--- src/rtl/crf_defines.vh ---
`ifndef CRF_DEFINES_VH
`define CRF_DEFINES_VH

// ----------------------------------------------------------------
// record type codes
// ----------------------------------------------------------------
`define CRF_OLD_STYLE_RECORD_CODE      7'h00
`define CRF_POS_HDLC_CODE              7'h01
`define CRF_ETHERNET_RECORD_CODE       7'h02
`define CRF_ATM_CELL_RECORD_CODE       7'h03
`define CRF_AAL5_FRAME_RECORD_CODE     7'h04
`define CRF_MC_HDLC_CODE               7'h05
`define CRF_MC_TIMESLOT_CODE           7'h06
`define CRF_MC_ATM_CODE                7'h07
`define CRF_MC_RAW_LINK_CODE           7'h08
`define CRF_MC_AAL5_CODE               7'h09
`define CRF_TAGGED_HDLC_CODE           7'h0A
`define CRF_TAGGED_ETHERNET_CODE       7'h0B
`define CRF_MC_AAL2_CODE               7'h0C
`define CRF_IP_COUNT_RECORD_CODE       7'h0D
`define CRF_TCP_FLOW_COUNT_CODE        7'h0E
`define CRF_DSM_TAGGED_HDLC_CODE       7'h0F
`define CRF_DSM_TAGGED_ETHERNET_CODE   7'h10
`define CRF_TAGGED_MC_HDLC_CODE        7'h11
`define CRF_AAL2_FRAME_CODE            7'h12
`define CRF_HASHED_TAGGED_HDLC_CODE    7'h13
`define CRF_HASHED_TAGGED_ETHERNET_CODE 7'h14
`define CRF_INFINIBAND_CODE            7'h15
`define CRF_IPV4_CODE                  7'h16
`define CRF_IPV6_CODE                  7'h17
`define CRF_RAW_LINK_CODE              7'h18
`define CRF_RESERVED_LO_CODE           7'h20
`define CRF_RESERVED_HI_CODE           7'h2F
`define CRF_PAD_RECORD_CODE            7'h30

// ----------------------------------------------------------------
// record layout
// ----------------------------------------------------------------
`define CRF_EXT_FLAG_BIT      7
`define CRF_FIXED_HDR_BYTES   16'h0010
`define CRF_EXT_HDR_BYTES     16'h0008
`define CRF_OFFSET_PAD_BYTES  16'h0002
`define CRF_OFFSET_BYTE_VAL   8'h00
`define CRF_PAD_BYTE_VAL      8'h00
`define CRF_HDR_LAST_IDX      4'hF
`define CRF_EXT_LAST_IDX      3'h7
`define CRF_FIFO_WIDTH        9
`define CRF_FIFO_DEPTH        8
`define CRF_FIFO_AW           3

`endif

--- src/rtl/crf_fifo.v ---
`timescale 1ns/1ps
`default_nettype none

// ----------------------------------------------------------------
// small synchronous fifo with registered read data
// ----------------------------------------------------------------
module crf_fifo
#(
   parameter WIDTH = 9,
   parameter DEPTH = 8,
   parameter AW    = 3
)
(
   input  wire             clk_in,
   input  wire             rst_in,
   input  wire [WIDTH-1:0] wr_data_in,
   input  wire             wr_valid_in,
   output wire             wr_ready_out,
   output reg  [WIDTH-1:0] rd_data_out,
   output reg              rd_valid_out,
   input  wire             rd_ready_in
);

   reg [WIDTH-1:0] mem_reg [0:DEPTH-1];
   reg [AW-1:0]    wptr_reg;
   reg [AW-1:0]    rptr_reg;
   reg [AW:0]      count_reg;
   wire            do_wr;
   wire            do_rd;
   wire            out_free;

   // output stage is free when empty or being drained
   assign out_free     = !rd_valid_out || rd_ready_in;
   assign do_rd        = out_free && (count_reg != {(AW+1){1'b0}});
   assign wr_ready_out = (count_reg != DEPTH[AW:0] + {AW+1{1'b0}}) || do_rd;
   assign do_wr        = wr_valid_in && wr_ready_out;

   // storage write
   always @(posedge clk_in)
   begin
      if (do_wr)
         mem_reg[wptr_reg] <= wr_data_in;
   end

   // pointers, count and output register
   always @(posedge clk_in)
   begin
      if (rst_in)
      begin
         wptr_reg     <= {AW{1'b0}};
         rptr_reg     <= {AW{1'b0}};
         count_reg    <= {(AW+1){1'b0}};
         rd_valid_out <= 1'b0;
         rd_data_out  <= {WIDTH{1'b0}};
      end
      else
      begin
         if (do_wr)
            wptr_reg <= wptr_reg + 1'b1;
         if (do_rd)
         begin
            rptr_reg    <= rptr_reg + 1'b1;
            rd_data_out <= mem_reg[rptr_reg];
         end
         if (do_rd)
            rd_valid_out <= 1'b1;
         else if (rd_ready_in)
            rd_valid_out <= 1'b0;
         if (do_wr && !do_rd)
            count_reg <= count_reg + 1'b1;
         else if (do_rd && !do_wr)
            count_reg <= count_reg - 1'b1;
      end
   end

endmodule // crf_fifo

`default_nettype wire

--- src/rtl/crf_formatter.v ---
`timescale 1ns/1ps
`default_nettype none
`include "crf_defines.vh"

// How it works
// [RQ1] Type byte bit 7 is one when one or more extension headers follow the fixed header.
// [RQ2] The low seven type bits carry the code, 2 for a plain Ethernet capture record.
// [RQ3] Codes 0, 1, 3 and 4 are legacy, POS HDLC, single ATM cell and AAL5 frame.
// [RQ4] Multi-channel codes are 5 HDLC, 6 time slot, 7 ATM, 8 raw link, 9 AAL5, 12 AAL2.
// [RQ5] Codes 10 and 11 are the HDLC and Ethernet layouts with a color tag for the drop count.
// [RQ6] Codes 15 and 16 carry a DSM color there, and 17 is a colored multi-channel HDLC.
// [RQ7] Code 13 is an IP counter, 14 a TCP flow counter and 18 a reassembled AAL2 frame.
// [RQ8] Code 19 is hashed colored POS HDLC and 20 its hashed colored Ethernet equivalent.
// [RQ9] Codes 21, 22, 23 are InfiniBand, IPv4, IPv6 and 24 is raw SONET or SDH link data.
// [RQ10] Codes 32 to 47 are never emitted and 48 marks a padding record.
// [RQ11] The consumer ignores the offset byte, whose content is undefined.
// [RQ12] One pad byte sits directly before the frame so its layer 3 header is word aligned.
// [RQ13] Payload length is record length minus 16, minus extension headers, minus 2.
// [RQ14] The record length field is exact, so the next record starts that many bytes later.
// [RQ15] The drop count field counts frames dropped toward the host since the last record; here the counter restarts only at uncolored records.
// [RQ16] Each extension header is 8 bytes and its bit 7 flags another one following.
module crf_formatter
(
   input  wire        clk_in,
   input  wire        rst_in,
   // record request
   input  wire        start_in,
   output wire        start_ready_out,
   input  wire [6:0]  code_in,
   input  wire [63:0] timestamp_in,
   input  wire [7:0]  flags_in,
   input  wire [15:0] color_in,
   input  wire [15:0] wire_len_in,
   input  wire [2:0]  ext_count_in,
   input  wire [15:0] payload_len_in,
   // extension header words, one per header
   input  wire [63:0] ext_word_in,
   output wire        ext_take_out,
   // payload bytes
   input  wire [7:0]  pay_data_in,
   input  wire        pay_valid_in,
   output wire        pay_ready_out,
   // frame dropped before reaching the host
   input  wire        drop_in,
   // record byte stream toward host buffer
   output wire [7:0]  rec_data_out,
   output wire        rec_last_out,
   output wire        rec_valid_out,
   input  wire        rec_ready_in,
   output reg         code_error_out
);

   // ----------------------------------------------------------------
   // states
   // ----------------------------------------------------------------
   // one-hot state codes
   localparam [4:0] ST_IDLE = 5'h01;
   localparam [4:0] ST_HDR  = 5'h02;
   localparam [4:0] ST_EXT  = 5'h04;
   localparam [4:0] ST_OFS  = 5'h08;
   localparam [4:0] ST_PAY  = 5'h10;

   reg  [4:0]   state_reg;
   reg  [4:0]   state_next;
   reg  [3:0]   idx_reg;
   reg  [3:0]   idx_next;
   reg  [2:0]   ext_left_reg;
   reg  [2:0]   ext_left_next;
   reg  [15:0]  pay_left_reg;
   reg  [15:0]  pay_left_next;
   reg  [127:0] hdr_reg;
   reg  [127:0] hdr_next;
   reg  [63:0]  ext_reg;
   reg  [63:0]  ext_next;
   reg  [15:0]  drops_reg;
   reg  [15:0]  drops_next;
   reg          err_next;
   reg  [7:0]   byte_out;
   reg          last_out;
   reg          push;
   wire         fifo_ready;
   wire [8:0]   fifo_rd;
   wire         code_ok;
   wire         colored;
   wire [15:0]  rec_len;
   wire [15:0]  lctr_val;
   wire [7:0]   type_byte;

   // ----------------------------------------------------------------
   // header field assembly
   // ----------------------------------------------------------------

   // reserved band and out-of-table codes refused
   // [RQ3] single link codes
   // [RQ4] multi-channel codes
   // [RQ7] counter and aal2 codes
   // [RQ9] variable length codes
   // [RQ10] reserved codes blocked
   assign code_ok = (code_in <= `CRF_RAW_LINK_CODE) || (code_in == `CRF_PAD_RECORD_CODE);

   // [RQ5] color replaces drop count
   // [RQ6] dsm colored layouts
   // [RQ8] hashed colored layouts
   assign colored = (code_in == `CRF_TAGGED_HDLC_CODE)
                 || (code_in == `CRF_TAGGED_ETHERNET_CODE)
                 || (code_in == `CRF_DSM_TAGGED_HDLC_CODE)
                 || (code_in == `CRF_DSM_TAGGED_ETHERNET_CODE)
                 || (code_in == `CRF_TAGGED_MC_HDLC_CODE)
                 || (code_in == `CRF_HASHED_TAGGED_HDLC_CODE)
                 || (code_in == `CRF_HASHED_TAGGED_ETHERNET_CODE);

   // [RQ15] drop count or color
   assign lctr_val = colored ? color_in : drops_reg;

   // [RQ14] exact record length
   assign rec_len = `CRF_FIXED_HDR_BYTES + {10'h000, ext_count_in, 3'h0}
                  + `CRF_OFFSET_PAD_BYTES + payload_len_in;

   // [RQ1] extension present flag
   // [RQ2] code in low seven bits
   assign type_byte = {(ext_count_in != 3'h0), code_in};

   // ----------------------------------------------------------------
   // handshakes toward the sources
   // ----------------------------------------------------------------
   // idle alone takes a request
   assign start_ready_out = (state_reg == ST_IDLE);
   assign ext_take_out    = (state_reg == ST_EXT) && (idx_reg == 4'h0) && fifo_ready;
   assign pay_ready_out   = (state_reg == ST_PAY) && fifo_ready;

   // ----------------------------------------------------------------
   // next state and byte selection
   // ----------------------------------------------------------------
   // next state, byte and push
   always @*
   begin
      state_next    = state_reg;
      idx_next      = idx_reg;
      ext_left_next = ext_left_reg;
      pay_left_next = pay_left_reg;
      hdr_next      = hdr_reg;
      ext_next      = ext_reg;
      drops_next    = drops_reg;
      err_next      = 1'b0;
      byte_out      = 8'h00;
      last_out      = 1'b0;
      push          = 1'b0;
      // saturating drop counter, a drop meeting a start counts toward the next record
      if (drop_in && (drops_reg != 16'hFFFF))
         drops_next = drops_reg + 16'h0001;
      case (state_reg)
         ST_IDLE:
         begin
            // refuse a bad code or latch all fields
            if (start_in && !code_ok)
               err_next = 1'b1;
            else if (start_in)
            begin
               hdr_next      = {timestamp_in, type_byte, flags_in, rec_len,
                                lctr_val, wire_len_in};
               ext_left_next = ext_count_in;
               pay_left_next = payload_len_in;
               idx_next      = 4'h0;
               state_next    = ST_HDR;
               // [RQ15] counter restarts per uncolored record
               if (!colored)
                  drops_next = drop_in ? 16'h0001 : 16'h0000;
            end
         end
         ST_HDR:
         begin
            // sixteen fixed header bytes, msb first
            byte_out = hdr_reg[127:120];
            push     = 1'b1;
            if (fifo_ready)
            begin
               hdr_next = {hdr_reg[119:0], 8'h00};
               idx_next = idx_reg + 4'h1;
               if (idx_reg == `CRF_HDR_LAST_IDX)
               begin
                  idx_next   = 4'h0;
                  state_next = (ext_left_reg != 3'h0) ? ST_EXT : ST_OFS;
               end
            end
         end
         ST_EXT:
         begin
            // [RQ16] eight bytes per extension, bit 7 chains
            if (idx_reg == 4'h0)
               byte_out = {(ext_left_reg != 3'h1), ext_word_in[62:56]};
            else
               byte_out = ext_reg[63:56];
            push = 1'b1;
            if (fifo_ready)
            begin
               ext_next = (idx_reg == 4'h0) ? {ext_word_in[55:0], 8'h00}
                                            : {ext_reg[55:0], 8'h00};
               idx_next = idx_reg + 4'h1;
               // last byte of this header
               if (idx_reg[2:0] == `CRF_EXT_LAST_IDX)
               begin
                  idx_next      = 4'h0;
                  ext_left_next = ext_left_reg - 3'h1;
                  if (ext_left_reg == 3'h1)
                     state_next = ST_OFS;
               end
            end
         end
         ST_OFS:
         begin
            // [RQ11] offset byte left as a constant
            // [RQ12] pad byte just before the frame
            byte_out = (idx_reg == 4'h0) ? `CRF_OFFSET_BYTE_VAL : `CRF_PAD_BYTE_VAL;
            last_out = (idx_reg == 4'h1) && (pay_left_reg == 16'h0000);
            push     = 1'b1;
            if (fifo_ready)
            begin
               idx_next = idx_reg + 4'h1;
               if (idx_reg == 4'h1)
               begin
                  idx_next   = 4'h0;
                  state_next = (pay_left_reg == 16'h0000) ? ST_IDLE : ST_PAY;
               end
            end
         end
         ST_PAY:
         begin
            // [RQ13] exactly payload_len bytes follow
            byte_out = pay_data_in;
            last_out = (pay_left_reg == 16'h0001);
            push     = pay_valid_in;
            if (pay_valid_in && fifo_ready)
            begin
               pay_left_next = pay_left_reg - 16'h0001;
               if (pay_left_reg == 16'h0001)
                  state_next = ST_IDLE;
            end
         end
         default:
         begin
            // recover from an illegal state
            state_next = ST_IDLE;
         end
      endcase
   end

   // ----------------------------------------------------------------
   // registers
   // ----------------------------------------------------------------
   // sync reset, then next values
   always @(posedge clk_in)
   begin
      if (rst_in)
      begin
         state_reg      <= ST_IDLE;
         idx_reg        <= 4'h0;
         ext_left_reg   <= 3'h0;
         pay_left_reg   <= 16'h0000;
         hdr_reg        <= 128'h0;
         ext_reg        <= 64'h0;
         drops_reg      <= 16'h0000;
         code_error_out <= 1'b0;
      end
      else
      begin
         state_reg      <= state_next;
         idx_reg        <= idx_next;
         ext_left_reg   <= ext_left_next;
         pay_left_reg   <= pay_left_next;
         hdr_reg        <= hdr_next;
         ext_reg        <= ext_next;
         drops_reg      <= drops_next;
         code_error_out <= err_next;
      end
   end

   // ----------------------------------------------------------------
   // output buffer
   // ----------------------------------------------------------------
   // eight deep byte buffer toward the host
   crf_fifo
   #(
      .WIDTH (`CRF_FIFO_WIDTH),
      .DEPTH (`CRF_FIFO_DEPTH),
      .AW    (`CRF_FIFO_AW)
   )
   u_fifo
   (
      .clk_in       (clk_in),
      .rst_in       (rst_in),
      .wr_data_in   ({last_out, byte_out}),
      .wr_valid_in  (push),
      .wr_ready_out (fifo_ready),
      .rd_data_out  (fifo_rd),
      .rd_valid_out (rec_valid_out),
      .rd_ready_in  (rec_ready_in)
   );

   // stored word is end flag and byte
   assign rec_data_out = fifo_rd[7:0];
   assign rec_last_out = fifo_rd[8];

endmodule // crf_formatter

`default_nettype wire

--- config.mk ---
export PLATFORM = sky130hd
export DESIGN_NAME = crf_formatter
export DESIGN_NICKNAME = d
export VERILOG_FILES = /design/src/rtl/crf_fifo.v /design/src/rtl/crf_formatter.v
export VERILOG_INCLUDE_DIRS = /design/src /design/src/rtl
export SDC_FILE = /design/constraint.sdc
export NUM_CORES = 1
export LEC_CHECK = 0
export ABC_AREA = 1
export BUFFER_PORTS_ARGS = -buffer_cell sky130_fd_sc_hd__buf_2
export CAP_MARGIN = 30
export CORE_ASPECT_RATIO = 0.5
export CORE_MARGIN = 5
export CORE_UTILIZATION = 40
export CTS_CLUSTER_SIZE = 20
export DETAILED_ROUTE_END_ITERATION = 8
export HOLD_SLACK_MARGIN = 0.15
export PLACE_DENSITY = 0.61
export SLEW_MARGIN = 10
export SYNTH_ARGS = -nofsm -noshare
export SYNTH_HDL_FRONTEND = slang
export SYNTH_SLANG_ARGS = --single-unit
--- constraint.sdc ---
create_clock -name clk_in -period 3 [get_ports clk_in]
set_input_delay 0.6 -clock clk_in [delete_from_list [all_inputs] [get_ports clk_in]]
set_output_delay 0.6 -clock clk_in [all_outputs]
set_load 0.05 [all_outputs]
==> Word-level counts from Yosys, hierarchy flattened <==
Memory sizes are Yosys's and may differ from the RTL's. A register that Yosys moved wholly into a read port is not among the register bits.
Cells that the tools add are included.
{ "op_classes": {"mux": 55, "eq_ne": 32, "order_cmp": 1, "bitwise_logic": 1, "addsub": 11, "reduce_logical": 43} }
{ "ops": {"columns": ["operator", "count"], "rows": [
  ["128-bit 2-to-1 mux", 3],
  ["128-bit one-hot mux with 2 select lines", 1],
  ["16-bit 2-to-1 mux", 9],
  ["64-bit 2-to-1 mux", 1],
  ["5-bit 2-to-1 mux", 12],
  ["4-bit 2-to-1 mux", 11],
  ["16-bit one-hot mux with 2 select lines", 1],
  ["7-bit by 5-bit == test with 1-bit output, second input constant", 4],
  ["5-bit one-hot mux with 5 select lines", 1],
  ["8-bit one-hot mux with 3 select lines", 1],
  ["7-bit by 4-bit == test with 1-bit output, second input constant", 3],
  ["16-bit by 1-bit adder with 16-bit output, second input constant", 1],
  ["8-bit by 16-bit adder with 16-bit output", 1],
  ["16-bit by 1-bit == test with 1-bit output, second input constant", 1],
  ["16-bit zero test", 1],
  ["16-bit != test, second input constant", 1],
  ["4-bit one-hot mux with 4 select lines", 1],
  ["16-bit by 1-bit subtractor with 16-bit output, second input constant", 1],
  ["2-bit != test, second input constant", 7],
  ["3-bit 2-to-1 mux", 4],
  ["1-bit logical AND", 11],
  ["11-bit AND reduction", 1],
  ["2-bit nonzero test", 5],
  ["1-bit logical OR", 9],
  ["other kinds (35)", 52]
]} }
{ "totals": {"ram_bits": 72, "inputBits": 208, "mem_count": 1, "out_inout_bits": 14, "word_cells": 156, "regBits": 248} }
{ "memory_table": {"columns": ["memory", "words", "word_bits", "rd", "rd_clocked_by_memory_dff", "wr", "line_no", "rtl"], "rows": [
  ["u_fifo.mem_reg", 8, 9, 1, 1, 1, "crf_fifo.v:24", "reg [WIDTH-1:0] mem_reg [0:DEPTH-1];"]
]} }

==> Depth between registers and ports, before layout <==
Gate-level depths: netlist of the first run.
{ "logic_depth": {"depth_word": 11, "mapped_depth": 19} }

==> Cells and area by module <==
Synthesis of the first run repeated with hierarchy kept, for this count alone.
{ "hier_totals": {"hier_cells": 2323, "hier_area_um2": 16002.8} }
{ "by_module_without_submodules": {"columns": ["module", "cells_each", "seq_area_each_um2", "area_per_inst_um2", "n_inst"], "rows": [
  ["crf_formatter", 1918, 4584.4, 12041.5, 1],
  ["crf_fifo", 405, 2562.5, 3961.3, 1]
]} }

==> Worst setup path before layout of the first run <==
OpenSTA, ideal clock, no wires.
{ "synth_timing": {"path_kind": "input to register", "start": "in rec_ready_in", "end": "reg u_fifo.count_reg[3]", "setup_slack_ns": 0.185, "t_required_ns": 2.881, "arrival_ns": 2.696, "cell_stages": 17, "cell_sequence": "nor2_1 -> nand2_1 -> nor2_4 -> nor2_2 -> nand2_2 -> nand2_1 -> ha_1 -> inv_1 -> ha_1 -> nand2_1 -> nand2_1 -> a21oi_1 -> nor2_1 -> nor2_1 -> nand2_1 -> o21ai_0 -> a21oi_1"} }
{ "synth_via": {"elab_chain_len": 7} }
{ "synth_lines": {"columns": ["element", "line_no", "rtl"], "rows": [
  ["start: declaration", "crf_formatter.v:49", "input wire rec_ready_in,"],
  ["1-bit logical OR *", "crf_fifo.v:33", "assign out_free = !rd_valid_out || rd_ready_in;"],
  ["1-bit logical AND *", "crf_fifo.v:34", "assign do_rd = out_free && (count_reg != {(AW+1){1'b0}});"],
  ["1-bit logical OR *", "crf_fifo.v:35", "assign wr_ready_out = (count_reg != DEPTH[AW:0] + {AW+1{1'b0}}) || do_rd;"],
  ["1-bit logical AND *", "crf_fifo.v:36", "assign do_wr = wr_valid_in && wr_ready_out;"],
  ["via u_fifo.do_wr", "crf_fifo.v:28", "wire do_wr;"],
  ["1-bit zero test", "crf_fifo.v:71", "else if (do_rd && !do_wr)"],
  ["1-bit logical AND", "crf_fifo.v:71", null],
  ["2-bit nonzero test (no source line)", null, null],
  ["end signal: assignment", "crf_fifo.v:52", "count_reg <= {(AW+1){1'b0}};"],
  ["end signal: assignment", "crf_fifo.v:70", "count_reg <= count_reg + 1'b1;"],
  ["end signal: assignment", "crf_fifo.v:72", "count_reg <= count_reg - 1'b1;"],
  ["end: declaration", "crf_fifo.v:27", "reg [AW:0] count_reg;"]
]} }
Mark *: on every way through the listed nets, which the timed path passes. The rest lies on a longest branch.
A chain may end at the register's enable or synchronous reset.

==> Worst setup path after layout of the first run <==
{ "layout_timing": {"start": "reg u_fifo.count_reg[0]", "end": "out ext_take_out"} }
{ "layout_via": {"elab_chain_len": 4} }
{ "layout_lines": {"columns": ["element", "line_no", "rtl"], "rows": [
  ["4-bit nonzero test", "crf_fifo.v:34", null],
  ["1-bit logical AND", "crf_fifo.v:34", null],
  ["1-bit logical OR *", "crf_fifo.v:35", null],
  ["1-bit logical AND *", "crf_formatter.v:128", "assign ext_take_out = (state_reg == ST_EXT) && (idx_reg == 4'h0) && fifo_ready;"],
  ["end: declaration", "crf_formatter.v:38", "output wire ext_take_out,"]
]} }
Every way passes the cells marked *; elsewhere a longest branch is shown, timed or not.

==> impl_results.md, run 1 <==
* Critical Path End Type: primary output
* Hold depth at 3
* Unrepaired setup endpoints after global routing: false
* Final period utilization at 92.5%
* Global route total overflow at 0
* Peak VDD IR at 701 uV
* Synth cell types at 37
* Layout Area Growth over Synthesis at 16.8%
* Bufs on Longest Clock Path at 3
* Vias per cell at 4.97
* CP Class: reg -> out
* Die width at 288 um
* P per Cell Area at roughly 850 nW/um^2
* DR WL/cell at ~15 um
* Row count at between 50 and 60
* Reg-to-reg setup timing slack at about 0.36 ns
* Non-filler instance count after layout at 2878
* Starting Density at between 40 and 50%
* Tightest Hold Check Type: in -> reg
* Max-cap check violation count at 0
* Post-synth net total at 2389
* Max Fclk at between 300 and 400 MHz
* YS warnings at 0
* Buffers on Ports at 220
* Clock Pin Slew Worst Setup and Hold Paths at roughly 0.07 ns
* CTS sink cnt at ~320
* Initial antenna violation count at 8
* CP Launch Type: flop
* Post-Synthesis Cells at approximately 2200
* Yosys reg bits at 321
* Yosys top cell area share at between 30% and 40%
* CTS tree: done
* I/O pin count at ~220
* Relative slew slack at a little under two fifths
* Via count at around 14000
* Synthesized area at roughly 15000 sq um
* Hold-fix buffers, CTS at 0
* Sequential fraction of the synthesis area at 46.1%
* Iter 0 DRT Violations at 1050
* TritonRoute pass-1 iters at 5
* Critical Path AT at approximately 2.2 ns
* Cell taking the most area after synthesis: dfxtp_1
* CTS buffer count at 31
* DP Cell Count at roughly 2800
* GRT Total Usage at a little under 20%
* Nets at between 2000 and 3000
* Antenna Nets Post-Route at 0
* H-Tree Depth at 1
* Gp weighted congestion at 0.886
* Skew-Pair Late Insertion Delay at around 0.57 ns
* Max FFs per register at 128
* Hold Crit Start: ext_word_in[3]
* DRC viols at 0
* Die area at ~43000 sq um
* Worst setup path start: u_fifo.count_reg[0]
* Chip height at around 150 um
* Share of cells above drive strength 1 at between 10 and 15%
* Status: finished, final reports clean
* Reg-to-reg endpoint: u_fifo.count_reg[3]
* Static Leak at between 7 and 8 nW
* First-pass GRT wire length at slightly below 70 mm
* Final TNS setup at 0 ns
* Post-layout util at a little under half
* Final WL at between 40 and 50 mm
* Worst EP required at around 2.4 ns
* Min Hold Slack at 0.269 ns
* Largest net degree at the start of global routing at ~130
* Worst Hold End: ext_reg[11]
* CP max FO at 9
* Final Skew at between 0.01 and 0.015 ns
* Minimum clock period at between 2 and 3 ns
* Root Driver: clkbuf_16
* Vias in the first global route at 13000
* RR Startpoint: state_reg[0]
* Setup violators final at 0
* Core ar. at roughly 39000 sq um
* FF-to-FF path depth at 18
* Mapped Avg Cell Area at around 7.2 sq um
* Endpoints failing hold at 0
* Fin. max-slew vios at 0
* Final HPWL DP at slightly below 30 mm
* Worst Tran Pin Value at around 0.9 ns
* Top post-synthesis cells by area: dfxtp_1 (32%), nand2_1 (15%), edfxtp_1 (14%)
## critical path, cell delays in order (launching register included)
cell	delay, ns
dfxtp_1	0.35
nor2_1	0.21
nand2_1	0.12
nor2_4	0.13
buf_4	0.19
nor2_4	0.05
nand2_1	0.10
clkinvlp_4	0.19
clkbuf_4	0.26
## timing repair
| action | 4_1_cts | 5_1_grt |
|---|---|---|
| gates resized for setup | 0 | 2 |
| setup endpoints to repair | 0 | 1 |
| setup buffers | 0 | 0 |
## layer usage
metal  vias to the layer above  track usage [%]  wire, um
li1                       7433                -         -
met1                      6551             26.3     19800
met2                       245             32.8     21200
met3                        65             2.84      1560
met4                         2             5.30      1060
met5                         -                0         7
## power breakdown
| group | total (mW) | internal (mW) | switching (mW) |
|---|---|---|---|
| combinational | 5.33 | 1.73 | 3.60 |
| clock | 4.04 | 2.33 | 1.70 |
| sequential | 6.04 | 5.46 | 0.574 |
| total | 15.4 | 9.53 | 5.87 |
## cell usage after synthesis, drive strengths merged
cell and number:
dfxtp 249, a31oi 69, mux2i 3, a21oi 64
a21boi 2, o211ai 20, xnor2 7, nand2 607
ha 23, a211oi 2, nor2 419, clkbuf 70
edfxtp 72, xor2 16, inv 78, fa 1
nand3b 3, buf 61, o22ai 11, o221ai 9
nor3 13, o21ai 275, nand4 9, clkinv 2
nand3 72
## worst max path at each step
stage / end / slack (ns) / cells past startpoint
finish: ext_take_out / 0.22 / 8
global route: ext_take_out / 0.05 / 9
CTS: ext_take_out / 0.13 / 9
detailed placement: u_fifo.count_reg[3] / 0.15 / 18
global placement: u_fifo.count_reg[3] / 0.24 / 18
floorplan: u_fifo.count_reg[3] / 0.19 / 17
## layout make-up
class / instances / area [sq um]
Multi-Input combinational cell: 1625 / 7460
Antenna cell: 7 / 17.5
Clock inverter: 11 / 165
Sequential cell: 321 / 7150
Inverter: 80 / 309
Tap cell: 530 / 663
Fill cell: 3965 / 20500
Clock buffer: 47 / 866
Timing Repair Buffer: 257 / 1470
## placed cells by master, fill, tap and decap left out, drive strengths merged, types with 48 or more instances in the layout
cell type / count
buf: 256
nor2: 419
nand2: 607
dfxtp: 249
clkbuf: 48
a31oi: 69
inv: 79
o21ai: 275
a21oi: 64
nand3: 72
edfxtp: 72
## kinds of logic after synthesis
logic type	share of synthesized area, %
simple gates	28.5
compound gates	16.0
flops	46.1
buf+inv	5.89
fa+ha+maj	1.99
xor+xnor	1.30
mux	0.194
## per-stage QoR
stage,area (sq um),setup slack [ns],total power [mW]
final,18100,0.224,15.4
after global routing,18100,0.0473,16.6
after CTS,18000,0.132,15.5
after detailed placement,17000,0.146,11.5
after global placement,17000,0.240,11.4
after floorplan,15500,0.185,10.1
Power figures use the tool's default switching activity.
==> run 2: changes to the inputs <==
BUFFER_PORTS_ARGS = -buffer_cell sky130_fd_sc_hd__clkbuf_2   (was -buffer_cell sky130_fd_sc_hd__buf_2)
CORE_ASPECT_RATIO = 1.2   (was 0.5)
==> run 2 against run 1 <==
Against the previous run:
- maximum frequency down 0.15%
- die area down 0.52%
- flip-flop and latch count unchanged
- critical path depth unchanged
- worst setup slack got worse by 0.0042 ns
- clock skew is 0.0072 ns higher
- cell area is 0.35% higher
- power rose by 3.6%
- via count up 1.7%
- clock-buffer cell count is 3 higher
- critical endpoint unchanged
- largest cell class unchanged
- largest power group unchanged
- highest routed layer unchanged
==> impl_results.md, run 2 (synthesis results as in run 1) <==
* Status: finished, final reports clean
* Min Hold Slack at slightly above 0.3 ns
* Vias in the first global route at 13400
* CP Class: reg -> out
* Share of cells above drive strength 1 at 14.4%
* Core ar. at 38500 sq um
* Most frequent cells in the layout: nand2_1 (601), nor2_1 (410), o21ai_0 (271), dfxtp_1 (249), clkbuf_2 (219)
* Post-CTS Setup Bufs at 0
* Worst Tran Pin Value at 1.00 ns
* Filler Cells Inserted at approximately 3900
* Vias per cell at around 5.1
* Bufs on Longest Clock Path at 3
* Die area at about 43000 sq um
* Critical Path AT at 2.18 ns
* Nets at approximately 2500
* Initial antenna violation count at 4
* Layout Area Growth over Synthesis at 17.2%
* Final TNS setup at 0 ns
* Tightest Hold Check Type: in -> reg
* Worst EP required at between 2 and 2.5 ns
* Endpoints failing hold at 0
* CTS sink cnt at around 320
* Crit path cell chain: nor2_1 -> nand2_1 -> nor2_4 -> buf_4 -> nor2_4 -> nand2_1 -> clkinvlp_4 -> buf_2
* H-Tree Depth at 2
* CP max stage delay at between 0.3 and 0.4 ns
* Chip height at approximately 230 um
* CP top delay family: buffers and inverters
* Clock Pin Slew Worst Setup and Hold Paths at around 0.06 ns
* DR WL/cell at roughly 16 um
* Setup violators final at 0
* Largest net degree at the start of global routing at approximately 100
* GRT Total Usage at about a fifth
* Row count at between 70 and 80
* Fin. max-slew vios at 0
* TritonRoute pass-1 iters at 6
* Starting Density at between 40% and 50%
* CP max-delay cell: dfxtp_1
* Max Fclk at approximately 360 MHz
* Global route total overflow at 0
* Critical Path End Type: primary output
* Root Driver: clkbuf_16
* Unrepaired setup endpoints after global routing: false
* Peak VDD IR at ~540 uV
* Skew-Pair Late Insertion Delay at around 0.53 ns
* CP Launch Type: flop
* Via count at ~15000
* Minimum clock period at around 2.8 ns
* Die width at 190 um
* I/O pin count at 222
* FF+latch area at about 7100 sq um
* P per Cell Area at a little under 900 nW/um^2
* Static Leak at 7.76 nW
* First-pass GRT wire length at 69.7 mm
* Final period utilization at between 90 and 100%
* Final WL at around 44 mm
* CP Buf/Inv Count at 3
* Final Skew at 0.0202 ns
* CTS tree: done
* DRC viols at 0
* Iter 0 DRT Violations at approximately 990
* Buffers on Ports at 220
* Max FFs per register at approximately 130
* Antenna Nets Post-Route at 0
* Final HPWL DP at about 30 mm
* Multi-input logic area at about 7500 sq um
* Relative slew slack at about a third
* CP max FO at 9
* CTS buffer count at 36
* Gp weighted congestion at approximately 0.84
* Commonest non-fill, non-tap cell in the layout: nand2_1
* Max-cap check violation count at 0
-- run 2: metal layers --
layer	vias up	GRT usage [%]	routed length [um]	share of wire, %
li1	7419	-	-	-
met1	6677	25.5	19100	43
met2	369	34.3	21600	49
met3	64	3.48	2200	5.0
met4	4	5.35	1010	2.3
met5	-	0	25	0.057
-- run 2: worst reg2reg max path: cells and delay by family (launching register included) --
family	cells	cell delay, ns
and+or+nand+nor	10	0.80
AOI/OAI and AO/OA	4	0.56
adders and majority gates	2	0.49
DFF	1	0.42
buffers and inverters	2	0.20
-- run 2: cell type report --
cell class                      count  share of cell area (%)
Multi-Input combinational cell   1625                    41.1
Sequential cell                   321                    39.4
Timing Repair Buffer              251                    7.69
Clock buffer                       50                    5.87
Tap cell                          486                    3.35
Inverter                           80                    1.70
Clock inverter                     14                   0.910
Antenna cell                        2                  0.0276
-- run 2: timing repair --
action,in CTS,in global routing
hold buffers,0,0
endpoints found under the setup margin,0,1
resized for setup,0,3
-- run 2: power breakdown --
| group | total, mW | switching, mW | internal, mW | leakage [nW] |
|---|---|---|---|---|
| clock | 4.58 | 1.83 | 2.75 | 0.608 |
| combinational | 5.32 | 3.60 | 1.72 | 4.46 |
| sequential | 6.06 | 0.599 | 5.46 | 2.70 |
| total | 16.0 | 6.03 | 9.94 | 7.76 |
-- run 2: metrics by stage --
stage | cells | power, mW | worst slack, ns | instance area [sq um] | util (%)
floorplan | 2157 | 10.1 | 0.185 | 15500 | -
global placement | 2761 | 11.3 | 0.159 | 16900 | 43.8
detailed placement | 2761 | 11.5 | 0.144 | 16900 | 43.8
CTS | 2825 | 16.1 | 0.0732 | 18100 | 47.0
global route | 2829 | 17.1 | 0.0490 | 18200 | 47.1
finish | 2829 | 16.0 | 0.220 | 18200 | 47.1
-- run 2: worst paths after layout --
path / startpoint / cells past startpoint / endpoint / slack (ns)
max: u_fifo.count_reg[0] / 8 / ext_take_out / 0.22
max reg2reg: state_reg[2] / 18 / u_fifo.count_reg[3] / 0.42
min: ext_word_in[0] / 3 / ext_reg[8] / 0.31
min reg2reg: hdr_reg[118] / 2 / hdr_reg[118] / 0.45
==> run 3: changes to the inputs <==
CELL_PAD_IN_SITES_DETAIL_PLACEMENT = 1   (was default)
CELL_PAD_IN_SITES_GLOBAL_PLACEMENT = 1   (was default)
PLACE_DENSITY = 0.8   (was 0.61)
==> run 3 against run 2 <==
Against the previous run:
- sequential power about the same
- wire length rose by 11%
- combinational power rose by 4.9%
- clock-buffer cell count fell by 3
- global-route usage grew 2.6 points
==> impl_results.md, run 3 (synthesis results as in run 1) <==
* Global route total overflow at 0
* CP max stage delay at 0.33 ns
* Largest net degree at the start of global routing at 99
* Static Leak at around 7.8 nW
* Vias in the first global route at 15400
* P per Cell Area at approximately 890 nW/um^2
* First-pass GRT wire length at roughly 79 mm
* TritonRoute pass-1 iters at 4
* Die width at approximately 190 um
* Final Skew at approximately 0.016 ns
* Final TNS setup at 0 ns
* Final HPWL DP at roughly 34 mm
* Starting Density at 40.2%
* Die area at ~43000 sq um
* Initial antenna violation count at 4
* Gp weighted congestion at 0.883
* CP Class: reg -> out
* CP max FO at 9
* Share of cells above drive strength 1 at between 10% and 20%
* CTS buffer count at 36
* Core ar. at around 39000 sq um
* Clock Pin Slew Worst Setup and Hold Paths at about 0.060 ns
* Critical Path End Type: primary output
* Hold-fix buffers, CTS at 0
* Fin. max-slew vios at 0
* Reg-to-reg setup timing slack at ~0.42 ns
* Post-CTS Setup Bufs at 0
* DR WL/cell at around 17 um
* Final WL at between 40 and 50 mm
* Worst EP required at between 2 and 2.5 ns
* Status: finished, final reports clean
* FF-to-FF path depth at 18
* Peak VDD IR at 389 uV
* Layout Area Growth over Synthesis at 18.0%
* GRT Total Usage at about 22%
* Hold Crit Start: wire_len_in[5]
* Post-layout util at between 40% and 50%
* Row count at roughly 80
* Commonest non-fill, non-tap cell in the layout: nand2_1
* I/O pin count at 222
* Relative slew slack at between 30 and 40%
* Max-cap check violation count at 0
* Tightest Hold Check Type: in -> reg
* CTS sink cnt at about 320
* Crit path cell chain: inv_1 -> nor2_2 -> nand2_1 -> nor2_4 -> buf_4 -> nor2_4 -> nand2_1 -> clkinvlp_4 -> clkbuf_4
* CP Launch Type: flop
* Vias per cell at between 5 and 6
* RR Startpoint: state_reg[2]
* Worst Tran Pin Value at ~0.95 ns
* Pre-CTS WS at approximately 0.047 ns
* Final period utilization at 92.6%
* Max Fclk at roughly 360 MHz
* CTS tree: done
* Skew-Pair Late Insertion Delay at about 0.53 ns
* CP max-delay cell: dfxtp_1
* Chip height at between 200 and 250 um
* Bufs on Longest Clock Path at 3
* Critical Path AT at 2.18 ns
* Worst Hold End: hdr_reg[5]
* Hold depth at 3
* Worst setup margin at around 0.22 ns
* Reg-to-reg endpoint: u_fifo.count_reg[3]
* Antenna Nets Post-Route at 0
* Buffers on Ports at 220
* Unrepaired setup endpoints after global routing: false
* Root Driver: clkbuf_16
* Iter 0 DRT Violations at 546
* Via count at ~15000
* Setup violators final at 0
* Max FFs per register at between 100 and 150
* Endpoints failing hold at 0
* Minimum clock period at roughly 2.8 ns
* Total Power at between 15 and 20 mW
* DRC viols at 0
* Nets at about 2600
* Most frequent cells in the layout: nand2_1 (601), nor2_1 (410), o21ai_0 (271), dfxtp_1 (249), clkbuf_2 (219)
* H-Tree Depth at 2
==> run 3: cell count changes in the layout (fill, tap and decap cells not counted), sizes merged <==
| cell | before | now |
|---|---|---|
| bufinv | 3 | 5 |
| inv | 78 | 80 |
| diode | 2 | 1 |
| clkinvlp | 2 | 3 |
| clkbuf | 269 | 267 |
| buf | 32 | 40 |
==> run 3: worst max-delay path: cells and delay by family, from the launching register on <==
kind	cells	cell delay, ns
buf+inv	4	0.71
simple gates	5	0.60
flops	1	0.33
==> run 3: timing repair <==
item	4_1_cts	5_1_grt
endpoints found under the setup margin	1	2
pin swaps	0	0
gates resized for setup	1	2
hold endpoints to repair	0	0
==> run 3: stage by stage <==
stage          hold WS (ns)  std cells  instance area [sq um]
3_3_place_gp          0.433       2765                  16900
3_5_place_dp          0.441       2765                  16900
2_1_floorplan         0.425       2157                  15500
6_report              0.315       2839                  18300
5_1_grt               0.304       2839                  18300
4_1_cts               0.296       2831                  18200
==> run 3: worst max-delay path by stage <==
stage | startpoint | endpoint | cells after the start
2_1_floorplan | rec_ready_in | u_fifo.count_reg[3] | 17
3_3_place_gp | rec_ready_in | u_fifo.count_reg[3] | 18
3_5_place_dp | rec_ready_in | u_fifo.count_reg[3] | 16
4_1_cts | u_fifo.rd_valid_out | ext_take_out | 9
5_1_grt | state_reg[2] | u_fifo.count_reg[3] | 18
6_report | u_fifo.rd_valid_out | ext_take_out | 9
==> run 3: area by class of cell <==
class                   count  area [sq um]
flip-flops and latches    321          7150
inverters                  80           309
fillers                  4913         20300
clock buffers              47          1020
multi-input cells        1625          7460
clock inverters            19           231
diodes                      1          2.50
well taps                 486           608
repair buffers            260          1500
==> run 3: per-layer routing <==
metal	wire [um]	share of wire, %	up-vias	track usage [%]
li1	-	-	7433	-
met3	1830	3.7	89	3.54
met4	1400	2.8	6	7.38
met2	25400	52	257	41.1
met1	20300	41	7108	26.6
met5	39	0.080	-	0
==> run 3: power breakdown <==
group	internal, mW	switching (mW)	total [mW]
logic	1.76	3.81	5.58
clock network	2.85	1.81	4.66
registers	5.47	0.612	6.08
total	10.1	6.24	16.3
